==> src/rtl/gcg_params.svh <==
// constants for the port clock gating block: offsets, fields, reset values
`ifndef GCG_PARAMS_SVH
`define GCG_PARAMS_SVH

// ****************************************
// register byte offsets
// ****************************************
`define GCG_OFF_RUN_PORT 12'h108
`define GCG_OFF_SLEEP_PORT 12'h118
`define GCG_OFF_DEEP_PORT 12'h128
`define GCG_OFF_RUN_CFG 12'h060
`define GCG_OFF_IRQ_STATUS 12'h200
`define GCG_OFF_IRQ_MASK 12'h204
`define GCG_OFF_POWER_MODE 12'h208

// ****************************************
// fields and reset values
// ****************************************
`define GCG_NUM_PORTS 5
`define GCG_PORT_MSB 4
`define GCG_AUTO_GATE_BIT 27
`define GCG_MODE_MSB 1
`define GCG_PORT_RESET 5'h00
`define GCG_CFG_RESET 32'h0000_0000
`define GCG_IRQ_BITS 2
`define GCG_IRQ_FAULT_BIT 0
`define GCG_IRQ_BADREG_BIT 1

`endif

==> src/rtl/gcg_pkg.sv <==
// types shared by the port clock gating block
package gcg_pkg;
   typedef enum logic [1:0] {
      GCG_MODE_RUN = 2'b00,
      GCG_MODE_SLEEP = 2'b01,
      GCG_MODE_DEEP = 2'b11
   } gcg_mode_e;

   typedef enum logic [1:0] {
      GCG_ST_IDLE = 2'b00,
      GCG_ST_ACK = 2'b01,
      GCG_ST_ERR = 2'b11
   } gcg_bus_e;

   typedef logic [4:0] gcg_ports_t;
endpackage

==> src/rtl/gcg_port_clock_gate.sv <==
// clock enable gating for five general-purpose ports with sleep-mode registers
//
// Functional notes
// a set gating bit lets that port's clock run so the port works.
// a clear gating bit stops that port's clock, disabling it to save power.
// any read or write to a port whose clock is stopped ends with a bus fault.
// after reset every enable bit of both sleep-mode registers reads zero.
// software must set the enables of every port it needs, none are set by hardware.
// in Sleep the port enables come from the sleep-mode gating register.
// in Deep-Sleep the port enables come from the deep-sleep-mode gating register.
// the sleep-mode registers act only while the automatic gating bit is set.
// bits 0 to 4 are ports A to E, bits 31 to 5 are reserved and read zero.
// the sleep register sits at offset 0x118 and the deep-sleep register at 0x128.
// with the automatic gating bit clear the run-mode enables rule in every mode.
`timescale 1ns/1ps
`include "gcg_params.svh"

module gcg_port_clock_gate (
   input wire logic clk_sys,
   input wire logic rst,
   // classic wishbone slave
   input wire logic wb_cyc_i,
   input wire logic wb_stb_i,
   input wire logic wb_we_i,
   input wire logic [11:0] wb_adr_i,
   input wire logic [3:0] wb_sel_i,
   input wire logic [31:0] wb_dat_i,
   output logic [31:0] wb_dat_o,
   output logic wb_ack_o,
   output logic wb_err_o,
   // system power state from the power manager
   input wire logic [1:0] powerMode,
   // access request aimed at a port, one valid bit and a 3-bit port index
   input wire logic portAccessValid,
   input wire logic [2:0] portAccessSel,
   output logic portAccessFault,
   // per-port clock enables, A in bit 0
   output logic [4:0] portClockEnable,
   output logic irq
);

   // ****************************************
   // helpers
   // ****************************************
   // port field lives in byte lane 0 only
   function automatic logic [4:0] portWrite(input logic [4:0] cur, input logic [31:0] dat,
                                            input logic [3:0] sel);
      portWrite = sel[0] ? dat[`GCG_PORT_MSB:0] : cur;
   endfunction

   function automatic logic [31:0] byteMerge(input logic [31:0] cur, input logic [31:0] dat,
                                             input logic [3:0] sel);
      logic [31:0] res;
      res = cur;
      for (int i = 0; i < 4; i++) begin
         if (sel[i]) begin
            res[i*8 +: 8] = dat[i*8 +: 8];
         end
      end
      byteMerge = res;
   endfunction

   // an index past the last port has no clock at all, so it counts as stopped
   function automatic logic portStopped(input logic [4:0] en, input logic [2:0] idx);
      logic stopped;
      stopped = 1'b1;
      for (int i = 0; i < `GCG_NUM_PORTS; i++) begin
         if (idx == i[2:0]) begin
            stopped = ~en[i];
         end
      end
      portStopped = stopped;
   endfunction

   // ****************************************
   // state
   // ****************************************
   gcg_pkg::gcg_ports_t runPort_q;
   gcg_pkg::gcg_ports_t sleepPort_q;
   gcg_pkg::gcg_ports_t deepPort_q;
   logic [31:0] runCfg_q;
   logic [`GCG_IRQ_BITS-1:0] irqStatus_q;
   logic [`GCG_IRQ_BITS-1:0] irqMask_q;
   logic [1:0] mode1_q;
   logic [1:0] mode2_q;
   logic portReq1_q;
   logic portReq2_q;
   logic [2:0] portSel1_q;
   logic [2:0] portSel2_q;
   logic [1:0] mode3_q;
   logic [1:0] modeStable_q;
   logic portReq3_q;
   logic portReqStable_q;
   logic [2:0] portSel3_q;
   logic [2:0] portSelStable_q;
   logic portFault_q;
   logic [31:0] rdData_q;
   gcg_pkg::gcg_bus_e busState_q;
   gcg_pkg::gcg_bus_e busState_d;
   gcg_pkg::gcg_ports_t portEnable_d;
   logic [31:0] rdData_d;
   logic addrKnown;
   logic busReq;
   logic busRd;
   logic busWr;
   logic autoGate;

   assign busReq = wb_cyc_i & wb_stb_i & (busState_q == gcg_pkg::GCG_ST_IDLE);
   assign busWr = busReq & wb_we_i & addrKnown;
   assign busRd = busReq & ~wb_we_i & addrKnown;
   assign autoGate = runCfg_q[`GCG_AUTO_GATE_BIT];

   // ****************************************
   // synchronisers for inputs from other domains
   // ****************************************
   // power mode and port requests come from logic outside this clock
   always_ff @(posedge clk_sys) begin
      if (rst) begin
         mode1_q <= 2'h0;
         mode2_q <= 2'h0;
         portReq1_q <= 1'b0;
         portReq2_q <= 1'b0;
         portSel1_q <= 3'h0;
         portSel2_q <= 3'h0;
      end else begin
         mode1_q <= powerMode;
         mode2_q <= mode1_q;
         portReq1_q <= portAccessValid;
         portReq2_q <= portReq1_q;
         portSel1_q <= portAccessSel;
         portSel2_q <= portSel1_q;
      end
   end

   // ****************************************
   // word filter behind the synchronisers
   // ****************************************
   // mode and port index are multi-bit words whose bits may land on different edges;
   // a word is passed on only after two equal samples, costing two cycles of latency
   always_ff @(posedge clk_sys) begin
      if (rst) begin
         mode3_q <= 2'h0;
         modeStable_q <= 2'h0;
         portReq3_q <= 1'b0;
         portReqStable_q <= 1'b0;
         portSel3_q <= 3'h0;
         portSelStable_q <= 3'h0;
      end else begin
         mode3_q <= mode2_q;
         portReq3_q <= portReq2_q;
         portSel3_q <= portSel2_q;
         portReqStable_q <= portReq3_q;
         if (mode2_q == mode3_q) begin
            modeStable_q <= mode3_q;
         end
         if (portSel2_q == portSel3_q) begin
            portSelStable_q <= portSel3_q;
         end
      end
   end

   // ****************************************
   // clock enable selection
   // ****************************************
   always_comb begin
      portEnable_d = runPort_q;
      // gated by auto bit
      // run enables otherwise
      if (autoGate) begin
         case (modeStable_q)
            // sleep register
            gcg_pkg::GCG_MODE_SLEEP: begin
               portEnable_d = sleepPort_q;
            end
            // deep-sleep register
            gcg_pkg::GCG_MODE_DEEP: begin
               portEnable_d = deepPort_q;
            end
            default: begin
               portEnable_d = runPort_q;
            end
         endcase
      end
   end

   // enable drives clocks
   always_ff @(posedge clk_sys) begin
      if (rst) begin
         portClockEnable <= `GCG_PORT_RESET;
      end else begin
         portClockEnable <= portEnable_d;
      end
   end

   // ****************************************
   // fault for stopped ports
   // ****************************************
   // fault on gated port
   always_ff @(posedge clk_sys) begin
      if (rst) begin
         portFault_q <= 1'b0;
      end else begin
         portFault_q <= portReqStable_q & portStopped(portClockEnable, portSelStable_q);
      end
   end
   assign portAccessFault = portFault_q;

   // ****************************************
   // register writes
   // ****************************************
   // all ports reset unclocked
   always_ff @(posedge clk_sys) begin
      if (rst) begin
         runPort_q <= `GCG_PORT_RESET;
         sleepPort_q <= `GCG_PORT_RESET;
         deepPort_q <= `GCG_PORT_RESET;
      end else if (busWr) begin
         // software sets enables
         case (wb_adr_i)
            `GCG_OFF_RUN_PORT: begin
               runPort_q <= portWrite(runPort_q, wb_dat_i, wb_sel_i);
            end
            `GCG_OFF_SLEEP_PORT: begin
               sleepPort_q <= portWrite(sleepPort_q, wb_dat_i, wb_sel_i);
            end
            `GCG_OFF_DEEP_PORT: begin
               deepPort_q <= portWrite(deepPort_q, wb_dat_i, wb_sel_i);
            end
            default: begin
            end
         endcase
      end
   end

   always_ff @(posedge clk_sys) begin
      if (rst) begin
         runCfg_q <= `GCG_CFG_RESET;
      end else if (busWr && wb_adr_i == `GCG_OFF_RUN_CFG) begin
         runCfg_q <= byteMerge(runCfg_q, wb_dat_i, wb_sel_i);
      end
   end

   always_ff @(posedge clk_sys) begin
      if (rst) begin
         irqMask_q <= '0;
      end else if (busWr && wb_adr_i == `GCG_OFF_IRQ_MASK && wb_sel_i[0]) begin
         irqMask_q <= wb_dat_i[`GCG_IRQ_BITS-1:0];
      end
   end

   // ****************************************
   // interrupt status
   // ****************************************
   // set wins over the clear-on-read in the same cycle
   always_ff @(posedge clk_sys) begin
      if (rst) begin
         irqStatus_q <= '0;
      end else begin
         logic [`GCG_IRQ_BITS-1:0] setBits;
         setBits = '0;
         setBits[`GCG_IRQ_FAULT_BIT] = portFault_q;
         setBits[`GCG_IRQ_BADREG_BIT] = busReq & ~addrKnown;
         if (busRd && wb_adr_i == `GCG_OFF_IRQ_STATUS) begin
            irqStatus_q <= setBits;
         end else begin
            irqStatus_q <= irqStatus_q | setBits;
         end
      end
   end
   assign irq = |(irqStatus_q & irqMask_q);

   // ****************************************
   // read decode
   // ****************************************
   always_comb begin
      rdData_d = 32'h0000_0000;
      addrKnown = 1'b1;
      // R10 register offsets
      // reserved bits read zero
      case (wb_adr_i)
         `GCG_OFF_RUN_PORT: begin
            rdData_d[`GCG_PORT_MSB:0] = runPort_q;
         end
         `GCG_OFF_SLEEP_PORT: begin
            rdData_d[`GCG_PORT_MSB:0] = sleepPort_q;
         end
         `GCG_OFF_DEEP_PORT: begin
            rdData_d[`GCG_PORT_MSB:0] = deepPort_q;
         end
         `GCG_OFF_RUN_CFG: begin
            rdData_d = runCfg_q;
         end
         `GCG_OFF_IRQ_STATUS: begin
            rdData_d[`GCG_IRQ_BITS-1:0] = irqStatus_q;
         end
         `GCG_OFF_IRQ_MASK: begin
            rdData_d[`GCG_IRQ_BITS-1:0] = irqMask_q;
         end
         `GCG_OFF_POWER_MODE: begin
            rdData_d[`GCG_MODE_MSB:0] = modeStable_q;
         end
         default: begin
            addrKnown = 1'b0;
         end
      endcase
   end

   // ****************************************
   // wishbone handshake
   // ****************************************
   // one registered answer per request; the ack/err state blocks back-to-back reuse of the same strobe
   always_comb begin
      busState_d = gcg_pkg::GCG_ST_IDLE;
      case (busState_q)
         gcg_pkg::GCG_ST_IDLE: begin
            if (busReq) begin
               busState_d = addrKnown ? gcg_pkg::GCG_ST_ACK : gcg_pkg::GCG_ST_ERR;
            end
         end
         default: begin
            busState_d = gcg_pkg::GCG_ST_IDLE;
         end
      endcase
   end

   always_ff @(posedge clk_sys) begin
      if (rst) begin
         busState_q <= gcg_pkg::GCG_ST_IDLE;
      end else begin
         busState_q <= busState_d;
      end
   end

   always_ff @(posedge clk_sys) begin
      if (rst) begin
         rdData_q <= 32'h0000_0000;
      end else if (busRd) begin
         rdData_q <= rdData_d;
      end
   end

   assign wb_ack_o = (busState_q == gcg_pkg::GCG_ST_ACK);
   assign wb_err_o = (busState_q == gcg_pkg::GCG_ST_ERR);
   assign wb_dat_o = rdData_q;

endmodule

==> config.mk <==
export PLATFORM = sky130hd
export DESIGN_NAME = gcg_port_clock_gate
export DESIGN_NICKNAME = d
export VERILOG_FILES = /design/src/rtl/gcg_pkg.sv /design/src/rtl/gcg_port_clock_gate.sv
export VERILOG_INCLUDE_DIRS = /design/src /design/src/rtl
export SDC_FILE = /design/constraint.sdc
export NUM_CORES = 1
export LEC_CHECK = 0
export BUFFER_PORTS_ARGS = -buffer_cell sky130_fd_sc_hd__buf_2
export CAP_MARGIN = 20
export CORE_UTILIZATION = 54
export CTS_CLUSTER_DIAMETER = 80
export CTS_CLUSTER_SIZE = 25
export DETAILED_ROUTE_END_ITERATION = 6
export HOLD_SLACK_MARGIN = 0.1
export PLACE_DENSITY = 0.79
export SLEW_MARGIN = 20
export SYNTH_ARGS = -nofsm -noshare
export SYNTH_HDL_FRONTEND = slang
export SYNTH_SLANG_ARGS = --single-unit
==> constraint.sdc <==
create_clock -name clk_sys -period 2.6 [get_ports clk_sys]
set_input_delay 0.26 -clock clk_sys [delete_from_list [all_inputs] [get_ports clk_sys]]
set_output_delay 0.26 -clock clk_sys [all_outputs]
set_load 0.01 [all_outputs]
### Word level (Yosys, flattened, before mapping)

Index checks and enable logic that the tools add are counted.

| storage, ports and cells | value |
|---|---|
| memory bits (writable) | 0 |
| output and inout port bits | 41 |
| logic and storage cells | 91 |
| bits in read-only memories | 0 |
| bits in registers | 115 |
| bits in latches | 0 |
| memories | 0 |
| bits of input ports | 59 |

| cells by class | value |
|---|---|
| reduce and logical (&&, ||, !) cells | 16 |
| eq/ne operators | 17 |
| $mul | 0 |
| add/subtract/negate cells | 0 |
| mux-type cells | 14 |
| divide/modulo/power cells | 0 |
| magnitude comparators | 0 |
| bitwise logic cells | 19 |
| shifts and indexed selects | 0 |

Operators by type and width:

| operator | count |
|---|---|
| 12-bit by 10-bit equality test with 1-bit output, second input constant | 3 |
| 12-bit by 9-bit equality test with 1-bit output, second input constant | 3 |
| 27-bit two-way mux | 1 |
| 2-bit case mux with 7 select lines | 1 |
| 12-bit by 7-bit equality test with 1-bit output, second input constant | 1 |
| 3-bit case mux with 4 select lines | 1 |
| 5-bit case mux with 2 select lines | 1 |
| 1-bit NOT | 9 |
| 3-bit AND reduction | 3 |
| 1-bit AND | 8 |
| 2-bit AND reduction | 4 |
| 1-bit two-way mux | 7 |
| 7-bit OR reduction | 1 |
| 3-bit by 2-bit equality test with 1-bit output, second input constant | 2 |
| 5-bit two-way mux | 1 |
| 2-bit by 1-bit equality test with 1-bit output, second input constant | 2 |
| 2-bit equality test, second input constant | 2 |
| 1-bit logical AND | 4 |
| 2-bit two-way mux | 2 |
| 3-bit by 1-bit equality test with 1-bit output, second input constant | 1 |
| 3-bit equality test | 1 |
| 3-bit equality test, second input constant | 1 |
| 3-bit zero test | 1 |
| 3-bit OR reduction | 1 |
| 5 further kinds | 5 |

### Longest topological paths before layout

Gate-level depths: netlist of the first run.

| depth | value |
|---|---|
| depth in word-level cells | 8 |
| gate-level depth with buffers | 8 |
| depth with buffers taken out | 5 |

### Least setup slack after synthesis of the first run

Ideal clock, no wire load.

| timing path | value |
|---|---|
| path type | input-to-reg |
| from | input port wb_adr_i[11] |
| to | register runCfg_q[24] |
| setup time | 0.128 ns |
| setup slack | 0.266 ns |
| data required time | 2.472 ns |
| stages on the path | 6 |
| arrival time | 2.207 ns |
| path buffers | 1 |
| cell sequence | or4_4 -> or4_4 -> buf_6 -> nor4_4 -> mux2i_1 -> nor2_1 |

| on the way | value |
|---|---|
| cells in the longest elaborated chain, start to end | 6 |
| elaborated cells between the ends (all ways) | 12 |
| classes of those cells | eq/ne: 7; mux: 1; bitwise: 1; reduce/logical: 3 |

Ends and longest elaborated chain:

| element | RTL line | text |
|---|---|---|
| from (decl) | gcg_port_clock_gate.sv:25 | `input wire logic [11:0] wb_adr_i,` |
| 12-bit by 7-bit equality test with 1-bit output, or another cell as far along | gcg_port_clock_gate.sv:280 | `case (wb_adr_i)` |
| 7-bit OR reduction (no line) | n/a |  |
| 1-bit two-way mux | gcg_port_clock_gate.sv:280 |  |
| 1-bit AND | gcg_port_clock_gate.sv:109 | `assign busWr = busReq & wb_we_i & addrKnown;` |
| 1-bit logical AND (no line) (*) | n/a |  |
| 2-bit AND reduction (no line) (*) | n/a |  |
| to (signal assigned) | gcg_port_clock_gate.sv:237 | `` runCfg_q <= `GCG_CFG_RESET; `` |
| to (signal assigned) | gcg_port_clock_gate.sv:239 | `runCfg_q <= byteMerge(runCfg_q, wb_dat_i, wb_sel_i);` |
| to (decl) | gcg_port_clock_gate.sv:81 | `logic [31:0] runCfg_q;` |

Every way passes the cells marked *; elsewhere a longest branch is shown, timed or not.
A chain may end at the register's enable or synchronous reset.

### Final worst setup path of the first run

| timing path | value |
|---|---|
| from | register busState_q[1] |
| to | register runCfg_q[7] |

| on the way | value |
|---|---|
| cells in the longest elaborated chain, start to end | 6 |

Ends and longest elaborated chain:

| element | RTL line | text |
|---|---|---|
| from (decl) | gcg_port_clock_gate.sv:98 | `gcg_pkg::gcg_bus_e busState_q;` |
| from (signal assigned) | gcg_port_clock_gate.sv:328 | `busState_q <= gcg_pkg::GCG_ST_IDLE;` |
| from (signal assigned) | gcg_port_clock_gate.sv:330 | `busState_q <= busState_d;` |
| 2-bit zero test | gcg_port_clock_gate.sv:108 | `assign busReq = wb_cyc_i & wb_stb_i & (busState_q == gcg_pkg::GCG_ST_IDLE);` |
| 1-bit AND | gcg_port_clock_gate.sv:108 |  |
| 1-bit AND (2 in series) | gcg_port_clock_gate.sv:109 |  |
| 1-bit logical AND (no line) | n/a |  |
| 2-bit AND reduction (no line) | n/a |  |

Every way passes these cells.

==> reports/results.tsv, run 1 <==
metric	value	unit
hold_sp	wb_we_i	
power share of the clock group	0.544	
Post-CTS Setup Inserts	0	
vias in the first global route	4065	
mapped cell area	4760	um2
hold_buf cts	38	
First DRT Iteration DRCs	205	
largest net degree at the start of global routing	49	
Area contributors post-synth	dfxtp_1, mux2i_1, nor2_1	
Yosys warning count	0	
number of iterations in the first detailed-routing pass	4	
fin cells	738	
DIE WIDTH	95.9	um
critical path class	flip-flop to flip-flop	
mean post-synth cell area	10.1	um2
Cell Chain, Critical Path	nor4bb_1 > buf_4 > nand3_1 > nor3_4 > buf_4 > mux2i_1 > nor2_1	
EDFF count, synth	0	
hpwl dp	7280	um
Tcrit/Tclk final	0.850	
final hold violations	0	
sequential share of power	0.410	
Hold Path Class	input port to flip-flop	
RSZ-0062 raised after global routing	no	
status	finished, final reports clean	
Max VDD drop	0.467	mV
Largest stage delay, worst path	0.41	ns
#FFs+latches synth	115	
Setup WS pre-CTS	0.0808	ns
PnR worst setup slack	0.390	ns
setup-violating endpoint count in the final report	0	
post-layout net count	679	
GRT Total Usage	0.275	
CP arrival	2.59	ns
Least-Margin Pin Slew	0.586	ns
path depth of the worst reg2reg path	7	
CTS Buf Count	17	
Worst-Skew Late Latency	0.50	ns
CTS tree	done	
Post-DRT Antenna Nets	0	
Fmax	452	MHz
port bufs	99	
I/O pin cnt	100	
first-pass GRT wire length	19000	um
Critical Path Sink Type	flip-flop	
number of diodes	0	
Design Area, Final	6440	um2
GRT overflow	0	
placed insts	668	
Via-to-Cell Ratio	5.37	
setup TNS	0	ns
average wire per standard cell	15.9	um
CP required	2.98	ns
gp weighted congestion	0.834	
top-area cell type share of the netlist area	0.483	
syn nets	530	
clock buffer depth	2	
num rows	33	
clk sinks	115	
most common cell in the netlist	dfxtp_1	
routed via count	3963	
# DRC	0	
worst-path maximum fanout	6	
Setup Skew	0.00465	ns
Buf+Inv Stages, Crit Path	2	
CP max-delay cell	nand3_1	
Sw Share	0.209	
flop2flop setup slack	0.39	ns
minimum clock period	2.21	ns
max_slew headroom	0.608	
Max Cap Violations	0	
P_int	3.45	mW
cell mode on critical path	buf_4	
Hold Path Depth	4	
clk slew on worst S/H paths	0.06	ns
DP Area	5450	um2
Pwr Density	677	nW/um2
Post-synth ARST share	0	
P_leak	2.54	nW
layout overhead on the synthesized area	35.3	%
layout cells sized above 1	0.256	
launch point of the worst reg-to-reg path	busState_q[1]	
die area	9200	um2
library cells used by synthesis	43	
DRT Wirelength	11800	um
switching power	0.912	mW
crit start category	flip-flop	
Core Region	8380	um2
sequential share of the synthesized area	0.483	
Final Slew Violations	0	
# H-tree levels	4	
Core Util, Final	0.769	
Initial Util	0.568	
die height	95.9	um
Comb power frac	0.047	
initial antenna violation count	0	
dominant synthesized flop cell	dfxtp_1	
Hold Crit Endpoint	wb_dat_o[0]	
CTS root buf	clkbuf_8	
Synth Instances	471	
top cells by count, synth	dfxtp_1, mux2i_1, nor2_1, nand2_1, nand2b_1	
Yosys top cell by area	dfxtp_1	
post-CTS sizing	0	
reg-to-reg endpoint	runCfg_q[7]	
CP top delay family	simple AND/OR/NAND/NOR gates	
## final cells by class
type	count	area, um2
Multi-Input combinational cell	321	2320
Sequential cell	115	2300
Fill cell	537	1940
Timing Repair Buffer	155	1040
Clock buffer	21	469
Clock inverter	11	149
Tap cell	105	131
Inverter	10	37.5
## power groups by stage
stage               Sequential [mW]  Combinational, mW  Clock, mW
floorplan                      1.82             0.0852          0
global placement               1.82              0.151          0
detailed placement             1.82              0.155          0
CTS                            1.79              0.201       2.39
global route                   1.79              0.222       2.48
finish                         1.79              0.204       2.37
## registers in the layout (all words and copies together) (netlist names), 2 cells and up
register         flops
runCfg_q            32
modeStable_q         2
runPort_q            5
deepPort_q           5
portClockEnable      5
mode1_q              2
sleepPort_q          5
portSel3_q           3
portSel2_q           3
portSel1_q           3
irqStatus_q          2
mode2_q              2
portSelStable_q      3
wb_dat_o            32
mode3_q              2
irqMask_q            2
busState_q           2
## worst register-to-register path: stages, from the launching register on
cell	delay, ns
dfxtp_1	0.32
nor4bb_1	0.30
buf_4	0.20
nand3_1	0.41
nor3_4	0.41
buf_4	0.21
mux2i_1	0.20
nor2_1	0.06
## cells by family (layout without fill, tap and decap cells)
family          after synthesis  in the layout  share of synthesized area
simple gates                186            186                      0.221
flops                       115            115                      0.483
mux                          89             89                      0.190
compound gates               41             41                     0.0633
buf+inv                      35            197                     0.0334
xor+xnor                      5              5                    0.00920
## worst max path at each step
stage	start	endpoint	slack (ns)	cells after the start
6_report	busState_q[1]	runCfg_q[7]	0.39	7
5_1_grt	busState_q[1]	runCfg_q[2]	0.24	7
4_1_cts	busState_q[1]	runCfg_q[7]	0.41	7
3_5_place_dp	wb_adr_i[11]	wb_dat_o[7]	0.08	7
3_3_place_gp	wb_adr_i[11]	wb_dat_o[21]	0.15	7
2_1_floorplan	wb_adr_i[11]	runCfg_q[24]	0.27	6
## routing by layer
metal	routed length, um	share of wire	global-route usage
met1	4910	0.42	0.325
met2	5900	0.50	0.463
met3	607	0.052	0.0687
met4	356	0.030	0.142
met5	0	0	0
## placed cells by master, fill, tap and decap left out, types with 3 or more instances in the layout
cell and instances:
mux2i_1 88, nor2b_1 24, bufinv_16 3, xnor2_1 3, clkbuf_16 16, nor4_4 5
nand2_1 32, nor3_1 3, nand3_1 4, buf_4 17, a21o_1 4, nand2b_1 32
nor2_1 66, and2_1 3, or4_1 3, o32ai_1 5, dfxtp_1 115, inv_1 10
a2bb2oi_1 7, clkbuf_8 5, a211oi_1 7, a21oi_1 8, dlygate4sd3_1 38, clkinvlp_4 3
buf_2 98
## stage by stage
stage / hold slack, ns / total power, mW
floorplan: 0.388 / 1.91
global placement: 0.417 / 1.97
detailed placement: 0.420 / 1.98
CTS: 0.145 / 4.38
global route: 0.199 / 4.49
finish: 0.169 / 4.36
(Power assumes the default switching activity.)
==> run 2: changes to the inputs <==
CORE_UTILIZATION = 46   (was 54)
CTS_CLUSTER_SIZE = unset   (was 25)
PLACE_DENSITY = 0.69   (was 0.79)
TNS_END_PERCENT = 30   (was unset)
==> reports/results.tsv, run 2 (synthesized netlist as in run 1, its figures left out) <==
metric	value	unit
routed via count	3859	
Initial Util	0.481	
worst-path maximum fanout	6	
setup TNS	0	ns
minimum clock period	2.09	ns
crit start category	flip-flop	
Critical Path Sink Type	flip-flop	
Sw Share	0.235	
die height	104	um
Fmax	478	MHz
first-pass GRT wire length	18800	um
final hold violations	0	
Worst-Skew Late Latency	0.52	ns
P_leak	2.50	nW
Max VDD drop	0.543	mV
hold_sp	wb_we_i	
CP required	3.00	ns
max_slew headroom	0.590	
clk slew on worst S/H paths	0.06	ns
clk sinks	115	
Setup Skew	0.00779	ns
largest net degree at the start of global routing	64	
most frequent cells in the layout	dfxtp_1, buf_2, mux2i_1	
Hold Path Class	input port to flip-flop	
Least-Margin Pin Slew	0.615	ns
die area	10800	um2
layout cells sized above 1	0.256	
layout overhead on the synthesized area	34.7	%
power share of the clock group	0.512	
post-CTS sizing	0	
hpwl dp	7180	um
Setup crit start	busState_q[1]	
switching power	0.956	mW
critical path class	flip-flop to flip-flop	
First DRT Iteration DRCs	188	
launch point of the worst reg-to-reg path	busState_q[1]	
Via-to-Cell Ratio	5.04	
metal2 WL	5470	um
average wire per standard cell	14.6	um
port bufs	99	
CTS tree	done	
DIE WIDTH	104	um
fin cells	766	
clock buffer depth	2	
most common cell after layout, fill and taps aside	dfxtp_1	
initial antenna violation count	0	
status	finished, final reports clean	
num rows	36	
# H-tree levels	4	
Tcrit/Tclk final	0.805	
Design Area, Final	6420	um2
number of iterations in the first detailed-routing pass	4	
Post-DRT Antenna Nets	0	
placed insts	696	
vias in the first global route	3947	
Comb power frac	0.050	
sequential share of power	0.439	
DR top layer	met4	
DP Area	5490	um2
gp weighted congestion	0.865	
number of diodes	0	
Tot Pwr	4.07	mW
CTS Buf Count	17	
path depth of the worst reg2reg path	7	
Max Cap Violations	0	
Core Region	9910	um2
I/O pin cnt	100	
GRT overflow	0	
DR WL met3	637	um
DRT Wirelength	11200	um
GRT Total Usage	0.218	
P_int	3.12	mW
wl on met1	4950	um
Final Slew Violations	0	
RSZ-0062 raised after global routing	no	
post-layout net count	679	
setup-violating endpoint count in the final report	0	
# DRC	0	
Pwr Density	635	nW/um2
CTS root buf	clkbuf_8	
CP arrival	2.49	ns
Hold Path Depth	4	
run 2: changes by cell type in the layout (fill, tap and decap cells not counted):
cell,change
inv_6,+1
clkinvlp_4,+1
buf_12,+1
bufinv_16,-3
buf_4,-1
clkbuf_8,-2
clkinv_4,+3
run 2: metal layers:
layer,vias to the layer above,track usage
met2,103,0.369
met1,1832,0.257
met4,0,0.0714
met5,-,0
met3,11,0.0761
li1,1913,-
run 2: per-stage QoR:
stage	utilization	setup slack (ns)	hold slack [ns]
after floorplan	-	0.266	0.388
after global placement	0.554	0.145	0.418
after detailed placement	0.554	0.0700	0.423
after CTS	0.647	0.523	0.129
after global routing	0.647	0.409	0.176
final	0.647	0.507	0.149
run 2: layout make-up:
class,instances,area (um2)
Inverter,10,37.5
Sequential cell,115,2300
Fill cell,799,3490
Timing Repair Buffer,155,1050
Clock inverter,13,101
Tap cell,133,166
Clock buffer,19,442
Multi-Input combinational cell,321,2320
run 2: repair_timing:
action,CTS,global route
buffers inserted,0,0
hold buffers,38,0
hold endpoints to repair,55,0
run 2: critical path, stage by stage (launching register included):
cell and delay [ns]:
dfxtp_1 0.32, nor4bb_1 0.29, buf_4 0.20, nand3_1 0.38
nor4b_4 0.32, buf_4 0.21, mux2i_1 0.21, nor2_1 0.06
run 2: worst paths after layout:
check | slack [ns] | endpoint
max | 0.51 | deepPort_q[3]
min | 0.15 | wb_dat_o[1]
max reg2reg | 0.51 | deepPort_q[3]
min reg2reg | 0.44 | portReq3_q
run 2: power groups by stage:
| stage | logic [mW] | clock network (mW) | registers, mW |
|---|---|---|---|
| 4_1_cts | 0.201 | 2.12 | 1.79 |
| 2_1_floorplan | 0.0852 | 0 | 1.82 |
| 5_1_grt | 0.220 | 2.21 | 1.79 |
| 6_report | 0.203 | 2.08 | 1.79 |
| 3_3_place_gp | 0.154 | 0 | 1.82 |
| 3_5_place_dp | 0.157 | 0 | 1.82 |
